<file path="src/brfs_defs.vh">
`ifndef BRFS_DEFS_VH
`define BRFS_DEFS_VH

// read select codes, taken from the address field of a read frame
`define BRFS_SEL_W             5
`define BRFS_SEL_OC_UPPER      5'h1E
`define BRFS_SEL_OL_LOWER      5'h01

// register width and reset values
`define BRFS_REG_W             8
`define BRFS_OC_UPPER_RST      8'h00
`define BRFS_OL_LOWER_RST      8'h00
`define BRFS_UNMAPPED_DATA     8'h00

// field positions, same layout in both registers
`define BRFS_SLOT3_HIGH        7
`define BRFS_SLOT3_LOW         6
`define BRFS_SLOT2_HIGH        5
`define BRFS_SLOT2_LOW         4
`define BRFS_SLOT1_HIGH        3
`define BRFS_SLOT1_LOW         2
`define BRFS_SLOT0_HIGH        1
`define BRFS_SLOT0_LOW         0

// timing: detector levels pass two flip-flops, read answer after one edge
`define BRFS_SYNC_STAGES       2
`define BRFS_RD_LATENCY        1

`endif

</file>
<file path="src/brfs_sync.v">
`timescale 1ns/1ps
`include "brfs_defs.vh"

module brfs_sync #(
  parameter WIDTH = 16
) (
  input  wire             clk_sys,
  input  wire             srst,
  input  wire             ce,
  input  wire [WIDTH-1:0] async_in,
  output reg  [WIDTH-1:0] sync_out
);

  // first stage is read by the second stage only
  reg [WIDTH-1:0] meta;

  always @(posedge clk_sys) begin
    if (srst) begin
      meta     <= {WIDTH{1'b0}};
      sync_out <= {WIDTH{1'b0}};
    end else if (ce) begin
      meta     <= async_in;
      sync_out <= meta;
    end
  end

endmodule

</file>
<file path="src/brfs_regs.v">
`timescale 1ns/1ps
`include "brfs_defs.vh"

module brfs_regs (
  input  wire                     clk_sys,
  input  wire                     srst,
  input  wire                     ce,
  // raw overcurrent detector levels, bridges 9 to 12
  input  wire                     bridge12_high_overcurrent,
  input  wire                     bridge12_low_overcurrent,
  input  wire                     bridge11_high_overcurrent,
  input  wire                     bridge11_low_overcurrent,
  input  wire                     bridge10_high_overcurrent,
  input  wire                     bridge10_low_overcurrent,
  input  wire                     bridge9_high_overcurrent,
  input  wire                     bridge9_low_overcurrent,
  // raw open-load detector levels, bridges 1 to 4
  input  wire                     bridge4_high_openload,
  input  wire                     bridge4_low_openload,
  input  wire                     bridge3_high_openload,
  input  wire                     bridge3_low_openload,
  input  wire                     bridge2_high_openload,
  input  wire                     bridge2_low_openload,
  input  wire                     bridge1_high_openload,
  input  wire                     bridge1_low_openload,
  // switch-on requests from the bridge control logic, status bit order
  input  wire [`BRFS_REG_W-1:0]   upper_switch_req,
  input  wire [`BRFS_REG_W-1:0]   lower_switch_req,
  // register read port from the serial frame decoder
  input  wire                     rd_req,
  input  wire [`BRFS_SEL_W-1:0]   rd_sel,
  output reg  [`BRFS_REG_W-1:0]   rd_data,
  output reg                      rd_valid,
  // live register contents
  output reg  [`BRFS_REG_W-1:0]   overcurrent_status_upper,
  output reg  [`BRFS_REG_W-1:0]   open_load_status_lower,
  // gate drive enables, upper after overcurrent protection, lower passed through unprotected
  output reg  [`BRFS_REG_W-1:0]   upper_switch_drive,
  output reg  [`BRFS_REG_W-1:0]   lower_switch_drive
);

  ////////////////////////////////////////////////////////////////////////////
  // functions

  // sticky update: a fault seen in the clearing cycle survives the clear
  function [`BRFS_REG_W-1:0] sticky_next;
    input [`BRFS_REG_W-1:0] cur;
    input [`BRFS_REG_W-1:0] evt;
    input                   clr;
    begin
      if (clr) begin
        sticky_next = evt;
      end else begin
        sticky_next = cur | evt;
      end
    end
  endfunction

  // place four bridges, high side above low side, highest bridge on top
  function [`BRFS_REG_W-1:0] pack_slots;
    input s3_high;
    input s3_low;
    input s2_high;
    input s2_low;
    input s1_high;
    input s1_low;
    input s0_high;
    input s0_low;
    begin
      pack_slots                   = `BRFS_OC_UPPER_RST;
      pack_slots[`BRFS_SLOT3_HIGH] = s3_high;
      pack_slots[`BRFS_SLOT3_LOW]  = s3_low;
      pack_slots[`BRFS_SLOT2_HIGH] = s2_high;
      pack_slots[`BRFS_SLOT2_LOW]  = s2_low;
      pack_slots[`BRFS_SLOT1_HIGH] = s1_high;
      pack_slots[`BRFS_SLOT1_LOW]  = s1_low;
      pack_slots[`BRFS_SLOT0_HIGH] = s0_high;
      pack_slots[`BRFS_SLOT0_LOW]  = s0_low;
    end
  endfunction

  // one compare per select code, shared by the data mux and the clears
  function sel_hit;
    input                   req;
    input [`BRFS_SEL_W-1:0] sel;
    input [`BRFS_SEL_W-1:0] code;
    begin
      sel_hit = req && (sel == code);
    end
  endfunction

  ////////////////////////////////////////////////////////////////////////////
  // detector synchronisation

  wire [2*`BRFS_REG_W-1:0] raw_faults;
  wire [2*`BRFS_REG_W-1:0] sync_faults;

  assign raw_faults = {
    pack_slots(bridge12_high_overcurrent, bridge12_low_overcurrent,
               bridge11_high_overcurrent, bridge11_low_overcurrent,
               bridge10_high_overcurrent, bridge10_low_overcurrent,
               bridge9_high_overcurrent,  bridge9_low_overcurrent),
    pack_slots(bridge4_high_openload, bridge4_low_openload,
               bridge3_high_openload, bridge3_low_openload,
               bridge2_high_openload, bridge2_low_openload,
               bridge1_high_openload, bridge1_low_openload)
  };

  // detectors are analog comparators, asynchronous to clk_sys
  brfs_sync #(
    .WIDTH    (2*`BRFS_REG_W)
  ) u_sync (
    .clk_sys  (clk_sys),
    .srst     (srst),
    .ce       (ce),
    .async_in (raw_faults),
    .sync_out (sync_faults)
  );

  wire [`BRFS_REG_W-1:0] oc_event;
  wire [`BRFS_REG_W-1:0] ol_event;

  assign oc_event = sync_faults[2*`BRFS_REG_W-1:`BRFS_REG_W];
  assign ol_event = sync_faults[`BRFS_REG_W-1:0];

  ////////////////////////////////////////////////////////////////////////////
  // read decode

  wire rd_hit_oc;
  wire rd_hit_ol;

  assign rd_hit_oc = sel_hit(rd_req, rd_sel, `BRFS_SEL_OC_UPPER);
  assign rd_hit_ol = sel_hit(rd_req, rd_sel, `BRFS_SEL_OL_LOWER);

  reg [`BRFS_REG_W-1:0] next_rd_data;

  always @* begin
    if (rd_hit_oc) begin
      next_rd_data = overcurrent_status_upper;
    end else if (rd_hit_ol) begin
      next_rd_data = open_load_status_lower;
    end else begin
      // unmapped select answers with zero and clears nothing
      next_rd_data = `BRFS_UNMAPPED_DATA;
    end
  end

  ////////////////////////////////////////////////////////////////////////////
  // status latches

  wire [`BRFS_REG_W-1:0] next_oc_status;
  wire [`BRFS_REG_W-1:0] next_ol_status;

  // a level still present re-sets its bit in the same edge as the clear
  assign next_oc_status = sticky_next(overcurrent_status_upper, oc_event, rd_hit_oc);
  assign next_ol_status = sticky_next(open_load_status_lower, ol_event, rd_hit_ol);

  // overcurrent bits, bridges 9 to 12
  always @(posedge clk_sys) begin
    if (srst) begin
      overcurrent_status_upper <= `BRFS_OC_UPPER_RST;
    end else if (ce) begin
      overcurrent_status_upper <= next_oc_status;
    end
  end

  // open-load bits, bridges 1 to 4
  always @(posedge clk_sys) begin
    if (srst) begin
      open_load_status_lower <= `BRFS_OL_LOWER_RST;
    end else if (ce) begin
      open_load_status_lower <= next_ol_status;
    end
  end

  // read answer, one edge after the strobe
  // rd_valid pulses once for every cycle the strobe is high while ce is set
  always @(posedge clk_sys) begin
    if (srst) begin
      rd_data  <= `BRFS_UNMAPPED_DATA;
      rd_valid <= 1'b0;
    end else if (ce) begin
      // returned value is the one before this read's clear
      rd_data  <= next_rd_data;
      rd_valid <= rd_req;
    end
  end

  ////////////////////////////////////////////////////////////////////////////
  // switch protection

  wire [`BRFS_REG_W-1:0] next_upper_drive;

  // drive follows the updated status, so the cut lands with the set
  assign next_upper_drive = upper_switch_req & ~next_oc_status;

  // a faulted switch stays off while its bit is latched, so the host has
  // to read the fault before the switch can come back
  always @(posedge clk_sys) begin
    if (srst) begin
      upper_switch_drive <= {`BRFS_REG_W{1'b0}};
    end else if (ce) begin
      upper_switch_drive <= next_upper_drive;
    end
  end

  // open load is reported only, the switch keeps running
  always @(posedge clk_sys) begin
    if (srst) begin
      lower_switch_drive <= {`BRFS_REG_W{1'b0}};
    end else if (ce) begin
      lower_switch_drive <= lower_switch_req;
    end
  end

endmodule

</file>
<file path="config.mk">
export PLATFORM = sky130hd
export DESIGN_NAME = brfs_regs
export DESIGN_NICKNAME = d
export VERILOG_FILES = /design/src/brfs_sync.v /design/src/brfs_regs.v
export VERILOG_INCLUDE_DIRS = /design/src
export SDC_FILE = /design/constraint.sdc
export NUM_CORES = 1
export LEC_CHECK = 0
export BUFFER_PORTS_ARGS = -buffer_cell sky130_fd_sc_hd__buf_2
export CAP_MARGIN = 10
export CORE_ASPECT_RATIO = 0.9
export CORE_MARGIN = 2
export CORE_UTILIZATION = 52
export DETAILED_ROUTE_END_ITERATION = 16
export GPL_TIMING_DRIVEN = 0
export PLACE_DENSITY_LB_ADDON = 0.15
export SLEW_MARGIN = 30
export SYNTH_ARGS = -nofsm -noshare
export SYNTH_HDL_FRONTEND = slang
export SYNTH_SLANG_ARGS = --single-unit
</file>
<file path="constraint.sdc">
create_clock -name clk_sys -period 1.5 [get_ports clk_sys]
set_clock_uncertainty 0.1 [all_clocks]
set_input_delay 0.15 -clock clk_sys [delete_from_list [all_inputs] [get_ports clk_sys]]
set_output_delay 0.15 -clock clk_sys [all_outputs]
set_load 0.005 [all_outputs]
</file>
==> After elaboration in Yosys (flattened, before gate mapping) <==
Index checks and enable logic that the tools add are counted.
W data, S select, Z words.
{ "totals": {"ff_bits": 73, "input_bits": 41, "out_inout_bits": 41, "wordCells": 20} }
{ "op_classes": {"n_eq_ne": 2, "n_mux": 4, "n_bitwise": 4, "n_reduce_logical": 2} }
{ "ops": {"columns": ["op", "count"], "rows": [
  ["$mux W8", 4],
  ["$or A8 B8 Y8", 2],
  ["$and A8 B8 Y8", 1],
  ["$not A8 Y8", 1],
  ["$eq A5 B1 Y1 const B", 1],
  ["$eq A5 B5 Y1 const B", 1],
  ["$logic_and A1 B1 Y1", 2]
]} }

==> Longest topological paths before layout <==
{ "logic_depth": {"depth_word": 5, "depth_mapped": 5, "ltp_nobuf": 3} }

==> Cells and area by module <==
Synthesis repeated with hierarchy kept, for this count alone.
{ "hier_totals": {"cells_unflattened": 300, "area_unflattened_um2": 2992.9} }
{ "modules_own_cells": {"columns": ["mod", "n_inst", "cells_each", "area_each_um2", "seq_area_each_um2"], "rows": [
  ["brfs_regs", 1, 197, 1829.3, 820.8],
  ["brfs_sync", 1, 103, 1163.6, 640.6]
]} }

==> Worst setup path after synthesis <==
OpenSTA, ideal clock, no wires.
{ "synth_path": {"kind": "input to register", "start": "in ce", "end": "reg open_load_status_lower[0]", "setup_time_ps": 120, "t_arrival_ps": 919, "required_ps": 1280, "slack_ps": 361, "cell_stages": 5, "path_buffers": 2, "cell_sequence": "buf_4 or3b_1 buf_2 o21ai_1 a21oi_1"} }
{ "synth_lines": {"columns": ["element", "line", "source"], "rows": [
  ["start, declared", "brfs_regs.v:7", "input wire ce,"],
  ["end signal, assigned", "brfs_regs.v:170", "open_load_status_lower <= `BRFS_OL_LOWER_RST;"],
  ["end signal, assigned", "brfs_regs.v:172", "open_load_status_lower <= next_ol_status;"],
  ["end, declared", "brfs_regs.v:36", "output reg [`BRFS_REG_W-1:0] open_load_status_lower,"]
]} }

==> Final worst setup path <==
{ "layout_path": {"start": "reg u_sync.sync_out[11]", "end": "reg upper_switch_drive[3]"} }
{ "layout_via": {"elab_chain_len": 4} }
{ "layout_rtl": {"columns": ["element", "line", "source"], "rows": [
  ["start, declared", "brfs_sync.v:11", "output reg [WIDTH-1:0] sync_out"],
  ["start signal, assigned", "brfs_sync.v:20", "sync_out <= {WIDTH{1'b0}};"],
  ["start signal, assigned", "brfs_sync.v:23", "sync_out <= meta;"],
  ["$or A8 B8 Y8", "brfs_regs.v:54", "sticky_next = cur | evt;"],
  ["$mux W8 *", "brfs_regs.v:51", "if (clr) begin"],
  ["$not A8 Y8 *", "brfs_regs.v:195", "assign next_upper_drive = upper_switch_req & ~next_oc_status;"],
  ["$and A8 B8 Y8 *", "brfs_regs.v:195", null],
  ["end signal, assigned", "brfs_regs.v:201", "upper_switch_drive <= {`BRFS_REG_W{1'b0}};"],
  ["end signal, assigned", "brfs_regs.v:203", "upper_switch_drive <= next_upper_drive;"],
  ["end, declared", "brfs_regs.v:38", "output reg [`BRFS_REG_W-1:0] upper_switch_drive,"]
]} }
Every way passes the cells marked *; elsewhere a longest branch is shown, timed or not.
A chain may end at the register's enable or synchronous reset.

==> impl_results.md <==
- Outcome: completed
- Syn Area/Cell: between 9 and 10 sq um
- Post-synth EDFFs: 0
- WP data arrival: between 1 and 1.5 ns
- Flops & latches, synth: 73
- HP Class: in2reg
- Area Growth Syn to Fin: 31.0%
- Placed Cells: 450
- Critical path endpoint: upper_switch_drive[3]
- DRC: 0
- Synthesized area: between 2000 and 3000 sq um
- Crit share post-route: 78.3%
- Crit-path max FO: 3
- Via count: 2,500
- Die X: 83.7 microns
- Multi-input gate area: 1280 sq um
- Register area: 1460 sq um
- Vias in the first global route: 2,363
- FMAX: 851 MHz
- Maxcap violations: 0
- CTS resizes: 0
- # hold bufs at CTS: 24
- CTS buffer count: 9
- Asr flop ratio synth: 0%
- Setup bufs post-CTS: 0
- Iter 0 DRT Violations: 127
- Util after Layout: a little over two thirds
- Post-synth cell types: 27
- Post-DR wirelength/cell: ~15 microns
- DR WL met2: ~3300 microns
- Non-Filler Instances: 488
- Slew Viols, Final: 0
- Diodes inserted: 0
- Worst Tran Pin Value: 0.495 ns
- RR Startpoint: u_sync.sync_out[11]
- Max VDD drop: 0.741 mV
- Met1 WL: approximately 3300 microns
- Post-synthesis net count: approximately 340
- Clk Latency, worst-skew pair: 0.34 ns
- Clk slew on worst S/H paths: ~0.07 ns
- Worst slew margin: between 60% and 70%
- CP Data Required Time: 1.64 ns
- Area of the die: 6330 sq um
- Fraction of layout cells with a size suffix above 1: 29.2%
- Total wire length: 7090 microns
- Via density: just over 5
- Clock Sinks: 73
- Met3 WL: 435 microns
- Ys flop type: dfxtp_1
- HPWL Detailed: 4890 microns
- Max layer used: met4
- CP startpoint: u_sync.sync_out[11]
- Initial antenna violation count: 0
- Core ar.: 5600 sq um
- GPL Wtd Cong: 0.805
- Port Buffers: 80
- CTS tree: built
- Rows: 26
- CP Launch Type: flop
- TNS Setup: 0 ns
- Count of final setup violators: 0
- Kind of critical path: reg2reg
- Reg2reg setup slack: 0.33 ns
- H-tree levels: 3
- Post-DRT Antenna Nets: 0
- I/O pin total: 82
- Gr ovfl total: 0
- Tmin final: 1.17 ns
- Overall Global Routing Usage: 23.1%
- Tightest hold margin: 0.0358 ns
- Die Ht: 75.7 microns
- Register area share after synthesis: 49.2%
- Post-Syn Instances: 300
- Final Power: 4060 uW
- Fill cell count: 480
- Pwr Density: 1040 nW/um^2
- Clk root buf: clkbuf_8
- RR Endpoint: upper_switch_drive[3]
- Synth warn: 0
- Max clock buf depth: 2
- RSZ-0062 raised after global routing: no
- CP Capture Type: flop
- Hold Vio Cnt, Final: 0
- Initial Utilization: 53.1%
- TritonRoute pass-1 iters: 4
- First-pass GRT wire length: 11,400 microns
- Nets: about 460
- Largest net degree at the start of global routing: 12
- Reg2Reg Depth: 2
- Leakage: 0.00176 uW
area by class of cell:
class / count / share of cell area [%]
multi-input cells: 193 / 33.0
flip-flops and latches: 73 / 37.5
inverters: 8 / 0.771
plain buffers: 26 / 5.01
clock inverters: 2 / 0.996
clock buffers: 12 / 3.99
well taps: 70 / 2.25
repair buffers: 104 / 16.5
Yosys cell counts (6+ instances only):
| cell type | n | share of area, % |
|---|---|---|
| mux2i_1 | 41 | 14 |
| o21ai_1 | 8 | 1.3 |
| buf_6 | 6 | 2.3 |
| nand2b_1 | 8 | 1.7 |
| nor2_1 | 50 | 6.3 |
| a21oi_1 | 8 | 1.3 |
| o32ai_1 | 8 | 2.4 |
| dfxtp_1 | 73 | 49 |
| a21boi_0 | 8 | 2.0 |
| or4bb_1 | 7 | 2.7 |
| nand3_1 | 16 | 2.7 |
| buf_2 | 9 | 1.5 |
| buf_4 | 8 | 2.0 |
| a311oi_1 | 6 | 1.8 |
| nand2_1 | 16 | 2.0 |
| o22ai_1 | 7 | 1.5 |
| inv_1 | 8 | 1.0 |
critical path, stage by stage, from the launching register on:
cell     delay (ns)
dfxtp_1        0.35
or4bb_1        0.51
o32ai_1        0.12
sequential cells by signal (all words and copies together), names as in the netlist:
signal,flops
lower_switch_drive,8
upper_switch_drive,8
open_load_status_lower,8
rd_data,8
u_sync.sync_out,16
overcurrent_status_upper,8
rd_valid,1
u_sync.meta,16
cells by family after synthesis:
group | count (synthesis) | synth area share [%]
DFF | 73 | 49.2
and+or+nand+nor | 104 | 17.7
muxes | 41 | 13.8
buffers and inverters | 34 | 7.58
AOI/OAI and AO/OA | 48 | 11.8
worst min-delay path by stage:
stage                             start                    end  slack [ns]  depth (start not counted)
4_1_cts             upper_switch_req[6]  upper_switch_drive[6]        0.01                          3
2_1_floorplan      bridge1_low_openload         u_sync.meta[0]        0.20                          2
3_5_place_dp   bridge12_low_overcurrent        u_sync.meta[14]        0.29                          3
5_1_grt             upper_switch_req[6]  upper_switch_drive[6]        0.04                          3
3_3_place_gp        lower_switch_req[2]  lower_switch_drive[2]        0.28                          3
6_report            upper_switch_req[6]  upper_switch_drive[6]        0.04                          3
stage by stage:
step	instance area, sq um	setup WS (ns)
4_1_cts	3890	0.325
6_report	3890	0.326
2_1_floorplan	2970	0.361
3_5_place_dp	3460	0.133
3_3_place_gp	3460	0.170
5_1_grt	3890	0.279
where the power goes:
part	leakage [uW]	switching, uW	internal (uW)	total (uW)
Combinational	0.00107	215	243	458
Clock	0.0000985	671	845	1520
Sequential	0.000598	54.0	2030	2080
Total	0.00176	940	3120	4060
routing by layer:
| layer | GRT usage, % | vias up |
|---|---|---|
| li1 | - | 1280 |
| met1 | 29.4 | 1136 |
| met2 | 38.3 | 78 |
| met3 | 8.13 | 6 |
| met4 | 6.09 | 0 |
| met5 | 0 | - |
cells in the final DEF (no fill, tap or decap), types with 2 or more instances in the layout:
cell type | netlist | layout
buf_2 | 9 | 89
dfxtp_1 | 73 | 73
nor2_1 | 50 | 50
mux2i_1 | 41 | 41
dlygate4sd3_1 | 0 | 24
nand2_1 | 16 | 16
nand3_1 | 16 | 16
clkbuf_8 | 0 | 11
buf_4 | 8 | 8
nand2b_1 | 8 | 8
o21ai_1 | 8 | 8
a21oi_1 | 8 | 8
inv_1 | 8 | 8
a21boi_0 | 8 | 8
o32ai_1 | 8 | 8
o22ai_1 | 7 | 7
or4bb_1 | 7 | 7
buf_6 | 6 | 6
a311oi_1 | 6 | 6
clkbuf_1 | 2 | 3
nand4bb_1 | 2 | 2
a311oi_2 | 2 | 2
No activity file was read; power rests on OpenSTA's default activity.
